### src/hdl/hwpk_pkg.sv
// Purpose: Shared constants and types of the host write pixel packer
// Assumes: 50 MHz system clock, 8-bit byte link
// Notes:   Pixel word is 18 bits, frame address 16 bits
package hwpk_pkg;

    // ------------------------------------------------------------------
    // Frame memory geometry
    // ------------------------------------------------------------------
    localparam int FRAME_ROWS   = 240;
    localparam int FRAME_COLS   = 176;
    localparam int PIXEL_BITS   = 18;
    localparam int ADDR_BITS    = 16;
    localparam logic [15:0] FRAME_LAST = 16'(FRAME_ROWS * FRAME_COLS - 1);

    // ------------------------------------------------------------------
    // Byte link
    // ------------------------------------------------------------------
    localparam int BYTE_BITS    = 8;
    localparam logic [2:0] LAST_BIT = 3'h7;
    localparam int PARAM_IDX_BITS = 4;
    localparam logic [7:0] STORE_CMD_DEFAULT = 8'h3C;

    // Synchroniser vector layout
    localparam int SY_SCLK      = 0;
    localparam int SY_SEL_N     = 1;
    localparam int SY_SDA       = 2;
    localparam int SY_DC        = 3;
    localparam int SY_CLEAR_N   = 4;
    localparam int SY_PSEL_N    = 5;
    localparam int SY_WR_N      = 6;
    localparam int SY_PAR_MODE  = 7;
    localparam int SY_PDATA     = 8;
    localparam int SY_WIDTH     = 16;
    localparam logic [15:0] SY_RESET = 16'h0072;

    // Two-entry output buffer
    localparam int BUF_DEPTH    = 2;

    typedef enum logic [1:0] {
        DEPTH8,
        DEPTH12,
        DEPTH16,
        DEPTH18
    } hwpk_depth_e;

endpackage : hwpk_pkg

### src/hdl/hwpk_top.sv
// Purpose: Host write port receiver, write recovery and pixel packer
// Assumes: Pins are asynchronous; colour mode and window come from
//          logic on CLK_SYS
// Notes:   Serial link or 8-bit parallel strobe, chosen by a pin
`timescale 1ns/1ns
module hwpk_top
    import hwpk_pkg::*;
#(
    parameter logic [7:0] STORE_CMD = STORE_CMD_DEFAULT
)
(
    input  wire logic                      CLK_SYS,
    input  wire logic                      RESET,
    input  wire logic                      EXTERNAL_CLEAR_N,
    input  wire logic                      PARALLEL_MODE,
    input  wire logic                      SERIAL_SELECT_N,
    input  wire logic                      SERIAL_CLK,
    input  wire logic                      SERIAL_DATA,
    input  wire logic                      DATA_CMD,
    input  wire logic                      PAR_SELECT_N,
    input  wire logic                      PAR_WRITE_N,
    input  wire logic [7:0]                PAR_DATA,
    input  wire logic [1:0]                COLOUR_MODE,
    input  wire logic [ADDR_BITS-1:0]      WIN_FIRST,
    input  wire logic [ADDR_BITS-1:0]      WIN_LAST,
    output logic                           CMD_VALID,
    output logic [7:0]                     CMD_CODE,
    output logic                           PARAM_VALID,
    output logic [7:0]                     PARAM_DATA,
    output logic [PARAM_IDX_BITS-1:0]      PARAM_INDEX,
    output logic                           PIX_VALID,
    input  wire logic                      PIX_READY,
    output logic [PIXEL_BITS-1:0]          PIX_DATA,
    output logic [ADDR_BITS-1:0]           PIX_ADDR,
    output logic                           OVERRUN
);
    // ------------------------------------------------------------------
    // Pin synchronisers
    // ------------------------------------------------------------------
    logic [SY_WIDTH-1:0] meta_reg;
    logic [SY_WIDTH-1:0] sync_reg;
    logic                sclk_prev_reg;
    logic                wr_prev_reg;

    always_ff @(posedge CLK_SYS)
    begin
        if (RESET)
        begin
            meta_reg      <= SY_RESET;
            sync_reg      <= SY_RESET;
            sclk_prev_reg <= 1'b0;
            wr_prev_reg   <= 1'b1;
        end
        else
        begin
            meta_reg      <= {PAR_DATA, PARALLEL_MODE, PAR_WRITE_N,
                              PAR_SELECT_N, EXTERNAL_CLEAR_N, DATA_CMD,
                              SERIAL_DATA, SERIAL_SELECT_N, SERIAL_CLK};
            sync_reg      <= meta_reg;
            sclk_prev_reg <= sync_reg[SY_SCLK];
            wr_prev_reg   <= sync_reg[SY_WR_N];
        end
    end

    logic       clear_low;
    logic       par_mode;
    logic       sel_idle;
    logic       sclk_rise;
    logic       wr_rise;
    logic [7:0] pdata;

    assign clear_low = ~sync_reg[SY_CLEAR_N];
    assign par_mode  = sync_reg[SY_PAR_MODE];
    assign sel_idle  = sync_reg[SY_SEL_N];
    assign sclk_rise = sync_reg[SY_SCLK] & ~sclk_prev_reg;
    assign wr_rise   = sync_reg[SY_WR_N] & ~wr_prev_reg;
    assign pdata     = sync_reg[SY_PDATA +: BYTE_BITS];

    // ------------------------------------------------------------------
    // Byte receiver
    // ------------------------------------------------------------------
    logic [2:0] bit_cnt_reg,   bit_cnt_next;
    logic [6:0] shift_reg,     shift_next;
    logic       byte_vld_reg,  byte_vld_next;
    logic [7:0] byte_reg,      byte_next;
    logic       byte_dc_reg,   byte_dc_next;
    logic       overrun_reg,   overrun_next;
    logic       consume;
    logic       got_byte;

    always_comb
    begin
        bit_cnt_next = bit_cnt_reg;
        shift_next   = shift_reg;
        byte_next    = byte_reg;
        byte_dc_next = byte_dc_reg;
        got_byte     = 1'b0;
        if (clear_low || par_mode || sel_idle)
        begin
            bit_cnt_next = '0;
        end
        else if (sclk_rise)
        begin
            if (bit_cnt_reg == LAST_BIT)
            begin
                byte_next    = {shift_reg, sync_reg[SY_SDA]};
                byte_dc_next = sync_reg[SY_DC];
                got_byte     = 1'b1;
                bit_cnt_next = '0;
            end
            else
            begin
                shift_next   = {shift_reg[5:0], sync_reg[SY_SDA]};
                bit_cnt_next = bit_cnt_reg + 3'h1;
            end
        end
        if (!clear_low && par_mode && !sync_reg[SY_PSEL_N] && wr_rise)
        begin
            byte_next    = pdata;
            byte_dc_next = sync_reg[SY_DC];
            got_byte     = 1'b1;
        end
        byte_vld_next = got_byte | (byte_vld_reg & ~consume);
        overrun_next  = overrun_reg | (got_byte & byte_vld_reg & ~consume);
    end

    always_ff @(posedge CLK_SYS)
    begin
        if (RESET)
        begin
            bit_cnt_reg  <= '0;
            shift_reg    <= '0;
            byte_vld_reg <= 1'b0;
            byte_reg     <= '0;
            byte_dc_reg  <= 1'b0;
            overrun_reg  <= 1'b0;
        end
        else
        begin
            bit_cnt_reg  <= bit_cnt_next;
            shift_reg    <= shift_next;
            byte_vld_reg <= byte_vld_next;
            byte_reg     <= byte_next;
            byte_dc_reg  <= byte_dc_next;
            overrun_reg  <= overrun_next;
        end
    end

    // ------------------------------------------------------------------
    // Command decode and pixel packer
    // ------------------------------------------------------------------
    function automatic logic [5:0] wide4(input logic [3:0] n);
        wide4 = {n, n[3:2]};
    endfunction : wide4

    function automatic logic [5:0] wide5(input logic [4:0] f);
        wide5 = {f, f[4]};
    endfunction : wide5

    logic                      store_on_reg, store_on_next;
    logic                      await_reg,    await_next;
    logic [1:0]                pack_reg,     pack_next;
    logic [7:0]                hold0_reg,    hold0_next;
    logic [7:0]                hold1_reg,    hold1_next;
    logic                      pend_reg,     pend_next;
    logic [PIXEL_BITS-1:0]     word_reg,     word_next;
    logic [ADDR_BITS-1:0]      waddr_reg,    waddr_next;
    logic [ADDR_BITS-1:0]      addr_reg,     addr_next;
    logic                      cmd_v_reg,    cmd_v_next;
    logic [7:0]                cmd_reg,      cmd_next;
    logic                      par_v_reg,    par_v_next;
    logic [7:0]                par_reg,      par_next;
    logic [PARAM_IDX_BITS-1:0] idx_reg,      idx_next;
    logic [PARAM_IDX_BITS-1:0] idx_out_reg,  idx_out_next;
    logic                      buf_ready;
    logic                      done;
    logic [PIXEL_BITS-1:0]     pix;
    hwpk_depth_e               depth;

    assign depth   = hwpk_depth_e'(COLOUR_MODE);
    assign consume = byte_vld_reg & ~pend_reg;

    always_comb
    begin
        store_on_next = store_on_reg;
        await_next    = await_reg;
        pack_next     = pack_reg;
        hold0_next    = hold0_reg;
        hold1_next    = hold1_reg;
        pend_next     = pend_reg & ~buf_ready;
        word_next     = word_reg;
        waddr_next    = waddr_reg;
        addr_next     = addr_reg;
        cmd_v_next    = 1'b0;
        cmd_next      = cmd_reg;
        par_v_next    = 1'b0;
        par_next      = par_reg;
        idx_next      = idx_reg;
        idx_out_next  = idx_out_reg;
        done          = 1'b0;
        pix           = '0;
        if (clear_low)
        begin
            store_on_next = 1'b0;
            await_next    = 1'b1;
            pack_next     = '0;
        end
        else if (consume && !byte_dc_reg)
        begin
            cmd_v_next    = 1'b1;
            cmd_next      = byte_reg;
            await_next    = 1'b0;
            pack_next     = '0;
            idx_next      = '0;
            store_on_next = (byte_reg == STORE_CMD);
            if (byte_reg == STORE_CMD)
            begin
                addr_next = WIN_FIRST;
            end
        end
        else if (consume && !await_reg && !store_on_reg)
        begin
            par_v_next   = 1'b1;
            par_next     = byte_reg;
            idx_out_next = idx_reg;
            if (idx_reg != '1)
            begin
                idx_next = idx_reg + 1'b1;
            end
        end
        else if (consume && !await_reg)
        begin
            unique case (depth)
                DEPTH8:
                begin
                    done = 1'b1;
                    pix  = {byte_reg[7:5], byte_reg[7:5],
                            byte_reg[4:2], byte_reg[4:2],
                            byte_reg[1:0], byte_reg[1:0], byte_reg[1:0]};
                end
                DEPTH12:
                begin
                    pack_next = (pack_reg == 2'h2) ? 2'h0 : pack_reg + 2'h1;
                    if (pack_reg == 2'h0)
                    begin
                        hold0_next = byte_reg;
                    end
                    else if (pack_reg == 2'h1)
                    begin
                        hold1_next = byte_reg;
                        done = 1'b1;
                        pix  = {wide4(hold0_reg[7:4]), wide4(hold0_reg[3:0]),
                                wide4(byte_reg[7:4])};
                    end
                    else
                    begin
                        done = 1'b1;
                        pix  = {wide4(hold1_reg[3:0]), wide4(byte_reg[7:4]),
                                wide4(byte_reg[3:0])};
                    end
                end
                DEPTH16:
                begin
                    pack_next = (pack_reg == 2'h0) ? 2'h1 : 2'h0;
                    if (pack_reg == 2'h0)
                    begin
                        hold0_next = byte_reg;
                    end
                    else
                    begin
                        done = 1'b1;
                        pix  = {wide5(hold0_reg[7:3]),
                                hold0_reg[2:0], byte_reg[7:5],
                                wide5(byte_reg[4:0])};
                    end
                end
                DEPTH18:
                begin
                    pack_next = (pack_reg == 2'h2) ? 2'h0 : pack_reg + 2'h1;
                    if (pack_reg == 2'h0)
                    begin
                        hold0_next = byte_reg;
                    end
                    else if (pack_reg == 2'h1)
                    begin
                        hold1_next = byte_reg;
                    end
                    else
                    begin
                        done = 1'b1;
                        pix  = {hold0_reg[7:2], hold1_reg[7:2],
                                byte_reg[7:2]};
                    end
                end
            endcase
        end
        if (done)
        begin
            pend_next  = 1'b1;
            word_next  = pix;
            waddr_next = addr_reg;
            addr_next  = (addr_reg == WIN_LAST) ? WIN_FIRST
                                                : addr_reg + 1'b1;
        end
    end

    always_ff @(posedge CLK_SYS)
    begin
        if (RESET)
        begin
            store_on_reg <= 1'b0;
            await_reg    <= 1'b1;
            pack_reg     <= '0;
            hold0_reg    <= '0;
            hold1_reg    <= '0;
            pend_reg     <= 1'b0;
            word_reg     <= '0;
            waddr_reg    <= '0;
            addr_reg     <= '0;
            cmd_v_reg    <= 1'b0;
            cmd_reg      <= '0;
            par_v_reg    <= 1'b0;
            par_reg      <= '0;
            idx_reg      <= '0;
            idx_out_reg  <= '0;
        end
        else
        begin
            store_on_reg <= store_on_next;
            await_reg    <= await_next;
            pack_reg     <= pack_next;
            hold0_reg    <= hold0_next;
            hold1_reg    <= hold1_next;
            pend_reg     <= pend_next;
            word_reg     <= word_next;
            waddr_reg    <= waddr_next;
            addr_reg     <= addr_next;
            cmd_v_reg    <= cmd_v_next;
            cmd_reg      <= cmd_next;
            par_v_reg    <= par_v_next;
            par_reg      <= par_next;
            idx_reg      <= idx_next;
            idx_out_reg  <= idx_out_next;
        end
    end

    // ------------------------------------------------------------------
    // Output buffer and ports
    // ------------------------------------------------------------------
    hwpk_pair_buf #(
        .WIDTH (ADDR_BITS + PIXEL_BITS),
        .DEPTH (BUF_DEPTH)
    ) u_buf (
        .clk       (CLK_SYS),
        .rst       (RESET),
        .in_valid  (pend_reg),
        .in_ready  (buf_ready),
        .in_data   ({waddr_reg, word_reg}),
        .out_valid (PIX_VALID),
        .out_ready (PIX_READY),
        .out_data  ({PIX_ADDR, PIX_DATA})
    );

    assign CMD_VALID   = cmd_v_reg;
    assign CMD_CODE    = cmd_reg;
    assign PARAM_VALID = par_v_reg;
    assign PARAM_DATA  = par_reg;
    assign PARAM_INDEX = idx_out_reg;
    assign OVERRUN     = overrun_reg;
endmodule : hwpk_top

### src/hdl/hwpk_pair_buf.sv
// Purpose: Small valid/ready buffer on the pixel write path
// Assumes: Synchronous active-high reset
// Notes:   Stalling the drain side fills it and drops in_ready
`timescale 1ns/1ns
module hwpk_pair_buf
    import hwpk_pkg::*;
#(
    parameter int WIDTH = 34,
    parameter int DEPTH = BUF_DEPTH
)
(
    input  wire logic             clk,
    input  wire logic             rst,
    input  wire logic             in_valid,
    output logic                  in_ready,
    input  wire logic [WIDTH-1:0] in_data,
    output logic                  out_valid,
    input  wire logic             out_ready,
    output logic      [WIDTH-1:0] out_data
);
    localparam int PW = $clog2(DEPTH);

    logic [WIDTH-1:0] mem_reg [DEPTH];
    logic [PW-1:0]    wr_reg;
    logic [PW-1:0]    wr_next;
    logic [PW-1:0]    rd_reg;
    logic [PW-1:0]    rd_next;
    logic [PW:0]      cnt_reg;
    logic [PW:0]      cnt_next;
    logic             push;
    logic             pop;

    function automatic logic [PW-1:0] bump(input logic [PW-1:0] p);
        bump = (p == PW'(DEPTH - 1)) ? '0 : p + 1'b1;
    endfunction : bump

    assign in_ready  = (cnt_reg != (PW+1)'(DEPTH));
    assign out_valid = (cnt_reg != '0);
    assign out_data  = mem_reg[rd_reg];
    assign push      = in_valid & in_ready;
    assign pop       = out_valid & out_ready;

    always_comb
    begin
        wr_next  = push ? bump(wr_reg) : wr_reg;
        rd_next  = pop ? bump(rd_reg) : rd_reg;
        cnt_next = cnt_reg + (PW+1)'(push) - (PW+1)'(pop);
    end

    always_ff @(posedge clk)
    begin
        if (rst)
        begin
            wr_reg  <= '0;
            rd_reg  <= '0;
            cnt_reg <= '0;
        end
        else
        begin
            wr_reg  <= wr_next;
            rd_reg  <= rd_next;
            cnt_reg <= cnt_next;
        end
    end

    always_ff @(posedge clk)
    begin
        if (push)
        begin
            mem_reg[wr_reg] <= in_data;
        end
    end

endmodule : hwpk_pair_buf

### config.mk
export PLATFORM = sky130hd
export DESIGN_NAME = hwpk_top
export DESIGN_NICKNAME = d
export VERILOG_FILES = /design/src/hdl/hwpk_pkg.sv /design/src/hdl/hwpk_top.sv /design/src/hdl/hwpk_pair_buf.sv
export SDC_FILE = /design/constraint.sdc
export NUM_CORES = 1
export LEC_CHECK = 0
export ABC_AREA = 1
export BUFFER_PORTS_ARGS = -buffer_cell sky130_fd_sc_hd__buf_2
export CAP_MARGIN = 20
export CORE_ASPECT_RATIO = 1.4
export CORE_MARGIN = 3
export CORE_UTILIZATION = 50
export DETAILED_ROUTE_END_ITERATION = 10
export HOLD_SLACK_MARGIN = 0.06
export MAX_ROUTING_LAYER = met4
export PLACE_DENSITY = 0.73
export SYNTH_ARGS = -nofsm -noshare
export SYNTH_HDL_FRONTEND = slang
export SYNTH_SLANG_ARGS = --single-unit
### constraint.sdc
create_clock -name CLK_SYS -period 2.8 [get_ports CLK_SYS]
set_clock_uncertainty 0.1 [all_clocks]
set_input_delay 0.56 -clock CLK_SYS [delete_from_list [all_inputs] [get_ports CLK_SYS]]
set_output_delay 0.56 -clock CLK_SYS [all_outputs]
set_load 0.02 [all_outputs]
# Word level (Yosys, flattened, before mapping)
# Memories as Yosys holds them, arrays and structs flattened. A register that Yosys moved wholly into a read port is not among the register bits.
# Index checks and enable logic that the tools add are counted.
# W data, S select, Z words.
[op_classes]
n_addsub = 8
bitwise = 22
n_mux = 51
n_eq_ne = 11
reduce_logical = 38
[op_table]
columns = ["op", "n"]
rows = [
  ["$mux W18", 9],
  ["$mux W16", 5],
  ["$pmux W18 S4", 1],
  ["$mux W8", 4],
  ["$mux W1", 25],
  ["$reduce_and A3 Y1", 6],
  ["$reduce_bool A2 Y1", 9],
  ["$add A16 B1 Y16 const B", 1],
  ["$eq A16 B16 Y1", 1],
  ["$mux W4", 3],
  ["$not A1 Y1", 11],
  ["$and A1 B1 Y1", 9],
  ["$eq A8 B6 Y1 const B", 1],
  ["$reduce_or A2 Y1", 4],
  ["$reduce_and A7 Y1", 1],
  ["$eq A2 B2 Y1 const B", 3],
  ["$logic_and A1 B1 Y1", 6],
  ["$reduce_and A6 Y1", 1],
  ["$reduce_or A3 Y1", 2],
  ["$add A4 B1 Y4 const B", 1],
  ["$eq A2 B1 Y1 const B", 2],
  ["$logic_not A1 Y1", 4],
  ["$logic_not A2 Y1", 2],
  ["$ne A4 B4 Y1 const B", 1],
  ["other kinds (15)", 18],
]
[word_totals]
mem_bits_rw = 68
out_inout_bits = 58
ff_bits = 156
memories = 1
inputBits = 53
[mem_list]
columns = ["name", "words", "word_bits", "read_ports", "rd_ports_with_merged_regs", "wr", "line", "text"]
rows = [
  ["u_buf.mem_reg", 2, 34, 1, 1, 1, "hwpk_pair_buf.sv:23", "logic [WIDTH-1:0] mem_reg [DEPTH];"],
]

# Depth between registers and ports, before layout
# Gate-level depths: netlist (run 1).
[logic_depth]
ltp_word = 10
mapped_depth = 14

# Cells and area by module
# Synthesis (run 1) repeated with hierarchy kept, for this count alone.
[hier_totals]
hier_cells = 1064
area_unflattened_um2 = 9649.3
[by_module_without_submodules]
columns = ["mod", "seq_area_each_um2", "area_each_um2", "cells_per_inst", "n_inst"]
rows = [
  ["hwpk_top", 3042.9, 6795.3, 922, 1],
  ["hwpk_pair_buf", 2142.1, 2854.0, 142, 1],
]

# Worst setup path after synthesis (run 1)
# OpenSTA, ideal clock, no wires.
[synth_timing]
path_type = "reg2reg"
startpoint = "reg pend_reg"
endpoint = "mem u_buf.mem_reg[1][0], enable pin"
path_stages_with_launch = 5
path_slack_ps = 123
required_time_ps = 2273
arrival_time_ps = 2150
n_path_buf = 0
path_cell_list = "dfxtp_1 inv_2 a21oi_1 inv_1 nor2_1"
[synth_via]
elab_chain_cells = 3
[synth_lines]
columns = ["element", "line", "text"]
rows = [
  ["start, declared", "hwpk_top.sv:165", "logic pend_reg, pend_next;"],
  ["start signal, assigned", "hwpk_top.sv:334", "pend_reg <= pend_next;"],
  ["$and A1 B1 Y1", "hwpk_pair_buf.sv:40", "assign push = in_valid & in_ready;"],
  ["via u_buf.push", "hwpk_pair_buf.sv:30", "logic push;"],
  ["$mux W1", "hwpk_pair_buf.sv:68", "if (push)"],
  ["$mux W1 (not written as such)", "hwpk_pair_buf.sv:70", "mem_reg[wr_reg] <= in_data;"],
  ["end, declared", "hwpk_pair_buf.sv:23", ""],
]
# The timed path passes the listed nets, and every way through them passes these cells.

==> out/metrics.yaml, run 1 <==
status: "finished clean"
cts_tree: "yes"
peakVddDrop_uv: 489.3
avgViaCountPerCell: 5.145
nets: 1240
grt_pass1_wl_um: 34370
dpl.hpwl_um: 14510
grt-ovfl-total: 0
fin_tns_setup_ns: 0
grt_setup_unrepaired: "false"
crit_chain: "buf_4 -> mux2_2 -> buf_2"
required_ns: 2.14
largest_reg_flops: 68
max_freq_ghz: 0.4103
num-fill-cells: 1662
cts_root_buf: "clkbuf_16"
cp_data_arrival_time_ns: 1.78
crit_type: "reg2out"
vias: 7358
worst_r2r_startpoint: "sync_reg[6]"
ys_top_cells_by_count: "194 x nand2_1, 157 x dfxtp_1, 129 x inv_1"
dpl_cell_area_um2: 10040
avgSynthCellArea_um2: 8.683
finalHoldViolCount: 0
async_flop_share_pct: 0
grt_pass1_vias: 7078
yosysTopAreaCell: "dfxtp_1"
synth_mux_area_share_pct: 4.113
syn_nets: 1136
total_power_w: 0.006467
synth_ff_type: "dfxtp_1"
antenna_found_initial: 0
ant_nets: 0
ios: 111
path_clk_slew_ns: 0.07
postLayoutCoreUtil_pct: 58.83
p_leak_nw: 4.340
report.final.slew_viol_count: 0
die_area_um2: 20310
start_kind: "register"
placementRows: 58
ys_warn_count: 0
post-synth-top-count-cell: "nand2_1"
slew_headroom_pct: 54.10
p_per_area_nw_per_um2: 605.9
wl_per_cell_um: 14.50
drc: 0
io_buffers: 110
clk_latency_ns: 0.50
start_util_pct: 51.30
final-setup-viol-count: 0
grtUsageTotal_pct: 21.27
layout_worst_path_cycle_share_pct: 87.05
synthToLayoutAreaGrowth_pct: 14.68
worstSetupEndpointType: "output pin"
syn-instance-count: 1072
crit_slowest_cell: "mux2_2"
synth_area_leaders: "dfxtp_1 34%, edfxtp_1 22%, nand2_1 7.8%"
yosys.area_share.simple_pct: 17.60
clockBufferDepth: 3
synthAdderAreaFrac_pct: 1.479
ys_ff_latch: 225
tightest_slew_ns: 0.6860
antenna_cells: 0
hold_buffers: 0
finalInstanceArea_um2: 10670
cts_buffers: 21
fp.dieH_um: 167.4
fin_crit_ns: 2.437
synth_top_area_share_pct: 33.77
synth_compound_area_share_pct: 12.39
globalplace.congestion: 0.9578
drt_iter0_drc: 490
die_w_um: 121.3
cts_setup_buffers: 0
yosysSeqAreaShare_pct: 55.71
synth_edf_count: 68
crit_path_max_fanout: 34
slowest_delay_ns: 0.40
synthXorXnorAreaFrac_pct: 0.7528
core-area_um2: 18140
postCtsResizedCells: 0
min_path_type: "in2reg"
synth.distinct_cells: 39
first_pass_iters: 5
max_cap_viol_count: 0
cp.buffers_inverters: 2
htreeDepth: 1
path_delay_family: "buffers and inverters"
drive_gt1_share_pct: 17.98
whs_ns: 0.1487
synth_top_family_by_area: "simple AND/OR/NAND/NOR gates"
clock-sinks: 225
routed_wl_um: 20730
grt_max_degree: 73
syn_area_um2: 9308
worstHoldStart: "PAR_WRITE_N"
-- layout by cell type, fill, tap and decap left out, drive strengths merged, types with 34 or more instances in the layout --
cell,netlist,layout
a21oi,100,100
buf,23,123
dfxtp,157,157
edfxtp,68,68
inv,138,139
mux2,34,34
nand2,198,198
nand3,42,42
nor2,120,120
o21ai,96,96
-- cells by family (layout without fill, tap and decap cells) --
group | after synthesis | after routing
buf+inv | 181 | 299
flops | 225 | 225
fa+ha+maj | 11 | 11
xor+xnor | 8 | 8
simple gates | 392 | 392
mux | 34 | 34
compound gates | 221 | 221
-- per-layer routing --
metal	wire [um]	track usage, %	vias up
met5	0	-	-
met4	647	7.460	0
met3	1119	2.973	48
met2	10060	35.52	215
met1	8904	26.37	3376
li1	-	-	3719
-- where the power goes --
group	switching, W	leakage (nW)	total, W	internal (W)
Combinational	0.000249	2.21	0.000421	0.000172
Clock	0.00116	0.305	0.00266	0.00151
Sequential	0.0000132	1.82	0.00338	0.00337
Total	0.00142	4.34	0.00647	0.00505
-- cell type report --
type,instances,area (um2),share of cell area [%]
Multi-Input combinational cell,666,3387,31.73
Clock inverter,8,66.31,0.6213
Sequential cell,225,5185,48.58
Clock buffer,29,565.5,5.298
Timing Repair Buffer,123,648.1,6.072
Tap cell,240,300.3,2.813
Inverter,139,521.8,4.888
-- path summary, 6_finish.rpt --
kind              slack, ns            to  cells past startpoint
setup / recovery       0.36   PIX_ADDR[9]                      3
hold / removal         0.15   meta_reg[6]                      2
setup reg to reg       0.68   byte_reg[2]                      8
hold reg to reg        0.30  sync_reg[11]                      2
-- per-stage QoR --
stage / cells / setup slack [ns]
after floorplan: 1072 / 0.1232
after global placement: 1393 / 0.5147
after detailed placement: 1393 / 0.4858
after CTS: 1430 / 0.3276
after global routing: 1430 / 0.2771
final: 1430 / 0.3626
No activity file was read; power rests on OpenSTA's default activity.
==> run 2: changes to the inputs <==
--- a/config.mk
+++ b/config.mk
@@ -8,13 +8,16 @@
 export ABC_AREA = 1
 export BUFFER_PORTS_ARGS = -buffer_cell sky130_fd_sc_hd__buf_2
 export CAP_MARGIN = 20
+export CELL_PAD_IN_SITES_DETAIL_PLACEMENT = 1
+export CELL_PAD_IN_SITES_GLOBAL_PLACEMENT = 1
 export CORE_ASPECT_RATIO = 1.4
 export CORE_MARGIN = 3
-export CORE_UTILIZATION = 50
+export CORE_UTILIZATION = 40
 export DETAILED_ROUTE_END_ITERATION = 10
+export GPL_ROUTABILITY_DRIVEN = 0
 export HOLD_SLACK_MARGIN = 0.06
 export MAX_ROUTING_LAYER = met4
-export PLACE_DENSITY = 0.73
+export PLACE_DENSITY_LB_ADDON = 0.1
 export SYNTH_ARGS = -nofsm -noshare
 export SYNTH_HDL_FRONTEND = slang
 export SYNTH_SLANG_ARGS = --single-unit
==> out/metrics.yaml, run 2 (same netlist as run 1, synthesis figures left out) <==
vias: 7463
p_leak_nw: 4.398
layout_commonest_cell: "nand2_1"
worst_slack_ns: 0.3087
grt_setup_unrepaired: "false"
crit_type: "reg2out"
drive_gt1_share_pct: 18.77
status: "finished clean"
tightest_slew_ns: 0.4894
cp_data_arrival_time_ns: 1.83
grt-ovfl-total: 0
die_area_um2: 25160
clk_latency_ns: 0.50
antenna_found_initial: 0
cts_root_buf: "clkbuf_16"
postLayoutCoreUtil_pct: 47.89
layout_worst_path_cycle_share_pct: 88.98
p_int_w: 0.005169
ant_nets: 0
seqPwrFrac_pct: 50.9
fp.dieH_um: 186.5
drc: 0
placementRows: 65
pwr-share-clk_pct: 42.7
min_path_type: "in2reg"
fin_crit_ns: 2.491
worstHoldStart: "PAR_WRITE_N"
synthToLayoutAreaGrowth_pct: 16.74
peakVddDrop_uv: 401.5
cts_setup_buffers: 0
grt_max_degree: 38
p_sw_w: 0.001481
first_pass_iters: 4
nets: 1247
start_util_pct: 41.02
cts_buffers: 22
cp.buffers_inverters: 2
cts_tree: "yes"
crit_slowest_cell: "mux2_2"
p_per_area_nw_per_um2: 612.1
hold_buffers: 0
clock-sinks: 225
core-area_um2: 22690
io_buffers: 110
dp_slack_ns: 0.3602
grt_pass1_wl_um: 39430
path_clk_slew_ns: 0.06
grtUsageTotal_pct: 19.69
postCtsResizedCells: 0
drt_iter0_drc: 317
slew_headroom_pct: 67.07
report.final.slew_viol_count: 0
avgViaCountPerCell: 4.975
start_kind: "register"
largest_reg_flops: 68
worst_r2r_startpoint: "byte_reg[7]"
routed_wl_um: 24040
max_cap_viol_count: 0
finalHoldViolCount: 0
path_delay_family: "buffers and inverters"
layout_common_cells: "194 x nand2_1, 157 x dfxtp_1, 129 x inv_1"
fin_tns_setup_ns: 0
htreeDepth: 1
whs_ns: 0.1457
die_w_um: 134.9
worstSetupEndpointType: "output pin"
wl_per_cell_um: 16.03
grt_pass1_vias: 7846
p_sw_share_pct: 22.27
crit_chain: "buf_4 -> mux2_2 -> buf_2"
required_ns: 2.14
antenna_cells: 0
max_freq_ghz: 0.4014
slowest_delay_ns: 0.43
ios: 111
final-setup-viol-count: 0
dpl.hpwl_um: 17920
clockBufferDepth: 3
power_frac_comb_pct: 6.4
crit_path_max_fanout: 34
[run 2: path summary, 6_finish.rpt]
kind	end	slack, ns	cells past startpoint
max	PIX_DATA[5]	0.31	3
min	meta_reg[6]	0.15	2
max reg2reg	addr_reg[12]	0.68	10
min reg2reg	sync_reg[8]	0.30	2
[run 2: area by class of cell]
type                    count  area (um2)
clock inverters            10       80.08
flip-flops and latches    225        5185
repair buffers            129       693.2
fillers                  2706       11830
clock buffers              30       611.8
multi-input cells         666        3397
inverters                 139       521.8
well taps                 301       376.6
[run 2: worst register-to-register path, stage by stage, from the launching register on]
cell	delay, ns
dfxtp_1	0.36
inv_1	0.23
nand4_1	0.20
nor3_1	0.27
nand2_1	0.15
nand2_4	0.27
inv_2	0.18
nand2_1	0.09
nand3_1	0.07
nand2_1	0.06
inv_1	0.04
[run 2: power by group through the flow]
stage,logic (W),registers [W],clock network (W)
2_1_floorplan,0.000291,0.00345,0
3_3_place_gp,0.000435,0.00345,0
3_5_place_dp,0.000439,0.00346,0
4_1_cts,0.000441,0.00338,0.00294
5_1_grt,0.000479,0.00338,0.00306
6_report,0.000429,0.00338,0.00284
[run 2: per-stage QoR]
stage | total power (W) | area [um2] | cells
detailed placement | 0.003895 | 10170 | 1460
floorplan | 0.003742 | 9308 | 1072
global route | 0.006924 | 10870 | 1500
global placement | 0.003890 | 10170 | 1460
finish | 0.006650 | 10870 | 1500
CTS | 0.006759 | 10870 | 1500
[run 2: routing by layer]
layer | part of all wire (%) | track usage (%) | routed length (um) | vias up
met5 | 0 | - | 0 | -
met2 | 54 | 37.55 | 13100 | 140
li1 | - | - | - | 3733
met1 | 38 | 20.66 | 9228 | 3546
met3 | 4.4 | 2.697 | 1067 | 44
met4 | 2.7 | 5.839 | 650 | 0
==> run 3: changes to the inputs <==
--- a/config.mk
+++ b/config.mk
@@ -9,15 +9,16 @@
 export BUFFER_PORTS_ARGS = -buffer_cell sky130_fd_sc_hd__buf_2
 export CAP_MARGIN = 20
 export CELL_PAD_IN_SITES_DETAIL_PLACEMENT = 1
-export CELL_PAD_IN_SITES_GLOBAL_PLACEMENT = 1
+export CELL_PAD_IN_SITES_GLOBAL_PLACEMENT = 2
 export CORE_ASPECT_RATIO = 1.4
 export CORE_MARGIN = 3
-export CORE_UTILIZATION = 40
+export CORE_UTILIZATION = 32
 export DETAILED_ROUTE_END_ITERATION = 10
 export GPL_ROUTABILITY_DRIVEN = 0
 export HOLD_SLACK_MARGIN = 0.06
 export MAX_ROUTING_LAYER = met4
 export PLACE_DENSITY_LB_ADDON = 0.1
+export SLEW_MARGIN = 40
 export SYNTH_ARGS = -nofsm -noshare
 export SYNTH_HDL_FRONTEND = slang
 export SYNTH_SLANG_ARGS = --single-unit
==> out/metrics.yaml, run 3 (same netlist as run 1, synthesis figures left out) <==
worst_r2r_startpoint: "byte_reg[1]"
slew_headroom_pct: 54.40
post-place-cells: 1544
final-setup-viol-count: 0
start_util_pct: 32.66
hold_end: "meta_reg[1]"
p_per_area_nw_per_um2: 629.9
crit_path_max_fanout: 34
layout_worst_path_cycle_share_pct: 91.02
cts_setup_buffers: 0
report.final.slew_viol_count: 0
tightest_slew_ns: 0.6814
worst_slack_ns: 0.2513
whs_ns: 0.1094
finalHoldViolCount: 0
routed_wl_um: 26210
clk_latency_ns: 0.54
whs_path_depth: 2
antenna_found_initial: 0
max_freq_ghz: 0.3924
avgViaCountPerCell: 4.649
first_pass_iters: 4
start_kind: "register"
core-area_um2: 28500
rr_worst_depth: 10
required_ns: 2.14
nets: 1260
max_cap_viol_count: 0
clockBufferDepth: 3
path_clk_slew_ns: 0.06
cts_buffers: 25
worstHoldStart: "SERIAL_SELECT_N"
pwr-share-clk_pct: 45.6
hold_buffers: 0
fin_tns_setup_ns: 0
ant_nets: 0
stdcell_count: 1589
register_area_um2: 5185
peakVddDrop_uv: 377.8
layout_commonest_cell: "nand2_1"
htreeDepth: 1
seqPwrFrac_pct: 48.1
p_int_w: 0.005459
ios: 111
wl_per_cell_um: 16.50
die_w_um: 150.1
drc: 0
drt_iter0_drc: 191
total_power_w: 0.007034
grtUsageTotal_pct: 17.29
grt_pass1_wl_um: 41390
dp_slack_ns: 0.3005
fp.dieH_um: 207.8
min_path_type: "in2reg"
die_area_um2: 31200
p_leak_nw: 4.524
io_buffers: 110
worstSetupEndpointType: "output pin"
cts_root_buf: "clkbuf_16"
grt_pass1_vias: 7661
clock-sinks: 225
status: "finished clean"
drive_gt1_share_pct: 19.77
cts_tree: "yes"
grt-ovfl-total: 0
synthToLayoutAreaGrowth_pct: 19.98
dpl.hpwl_um: 19610
power_frac_comb_pct: 6.2
grt_setup_unrepaired: "false"
cp_data_arrival_time_ns: 1.89
largest_reg_flops: 68
fin_crit_ns: 2.549
r2r-end: "addr_reg[12]"
grt_max_degree: 40
layout_common_cells: "194 x nand2_1, 157 x dfxtp_1, 129 x inv_1"
reg2reg_setup_slack_ns: 0.57
p_sw_share_pct: 22.38
postCtsResizedCells: 0
antenna_cells: 0
num-fill-cells: 3385
multiInputGateArea_um2: 3397
placementRows: 73
vias: 7388
p_sw_w: 0.001574
crit_type: "reg2out"
run 3: worst max-delay path by stage:
stage                               from                  end  slack, ns  cells after the start
after CTS                       register          PIX_DATA[7]       0.17                      3
after detailed placement  COLOUR_MODE[0]         hold0_reg[4]       0.30                      9
after floorplan                 pend_reg  u_buf.mem_reg[1][0]       0.12                      4
after global routing            register          PIX_DATA[7]       0.14                      3
after global placement    COLOUR_MODE[1]         hold0_reg[5]       0.38                      9
final                           register          PIX_DATA[6]       0.25                      3
run 3: metal layers:
| layer | routed length (um) | up-vias | global-route usage [%] |
|---|---|---|---|
| li1 | - | 3751 | - |
| met1 | 10170 | 3470 | 18.42 |
| met2 | 14400 | 124 | 32.53 |
| met3 | 960 | 43 | 2.424 |
| met4 | 676 | 0 | 5.242 |
| met5 | 0 | - | - |
run 3: area by class of cell:
class                           instances  share of cell area (%)
Sequential cell                       225                   46.43
Clock buffer                           34                   6.185
Inverter                              139                   4.672
Clock inverter                         11                  0.9860
Multi-Input combinational cell        666                   30.42
Tap cell                              375                   4.202
Timing Repair Buffer                  139                   7.104
run 3: stage by stage:
stage / util (%) / instance area (um2)
finish: 39.19 / 11170
global route: 39.19 / 11170
floorplan: - / 9308
global placement: 36.38 / 10370
detailed placement: 36.38 / 10370
CTS: 39.19 / 11170
run 3: critical path, stage by stage (launching register included):
cell and delay, ns:
dfxtp_1 0.31, buf_4 0.43, mux2_2 0.43, buf_2 0.17
run 3: power groups by stage:
stage,sequential [W],combinational [W],clock (W)
finish,0.00338,0.000439,0.00321
global route,0.00339,0.000489,0.00346
CTS,0.00338,0.000453,0.00333
detailed placement,0.00346,0.000452,0
global placement,0.00345,0.000448,0
floorplan,0.00345,0.000291,0
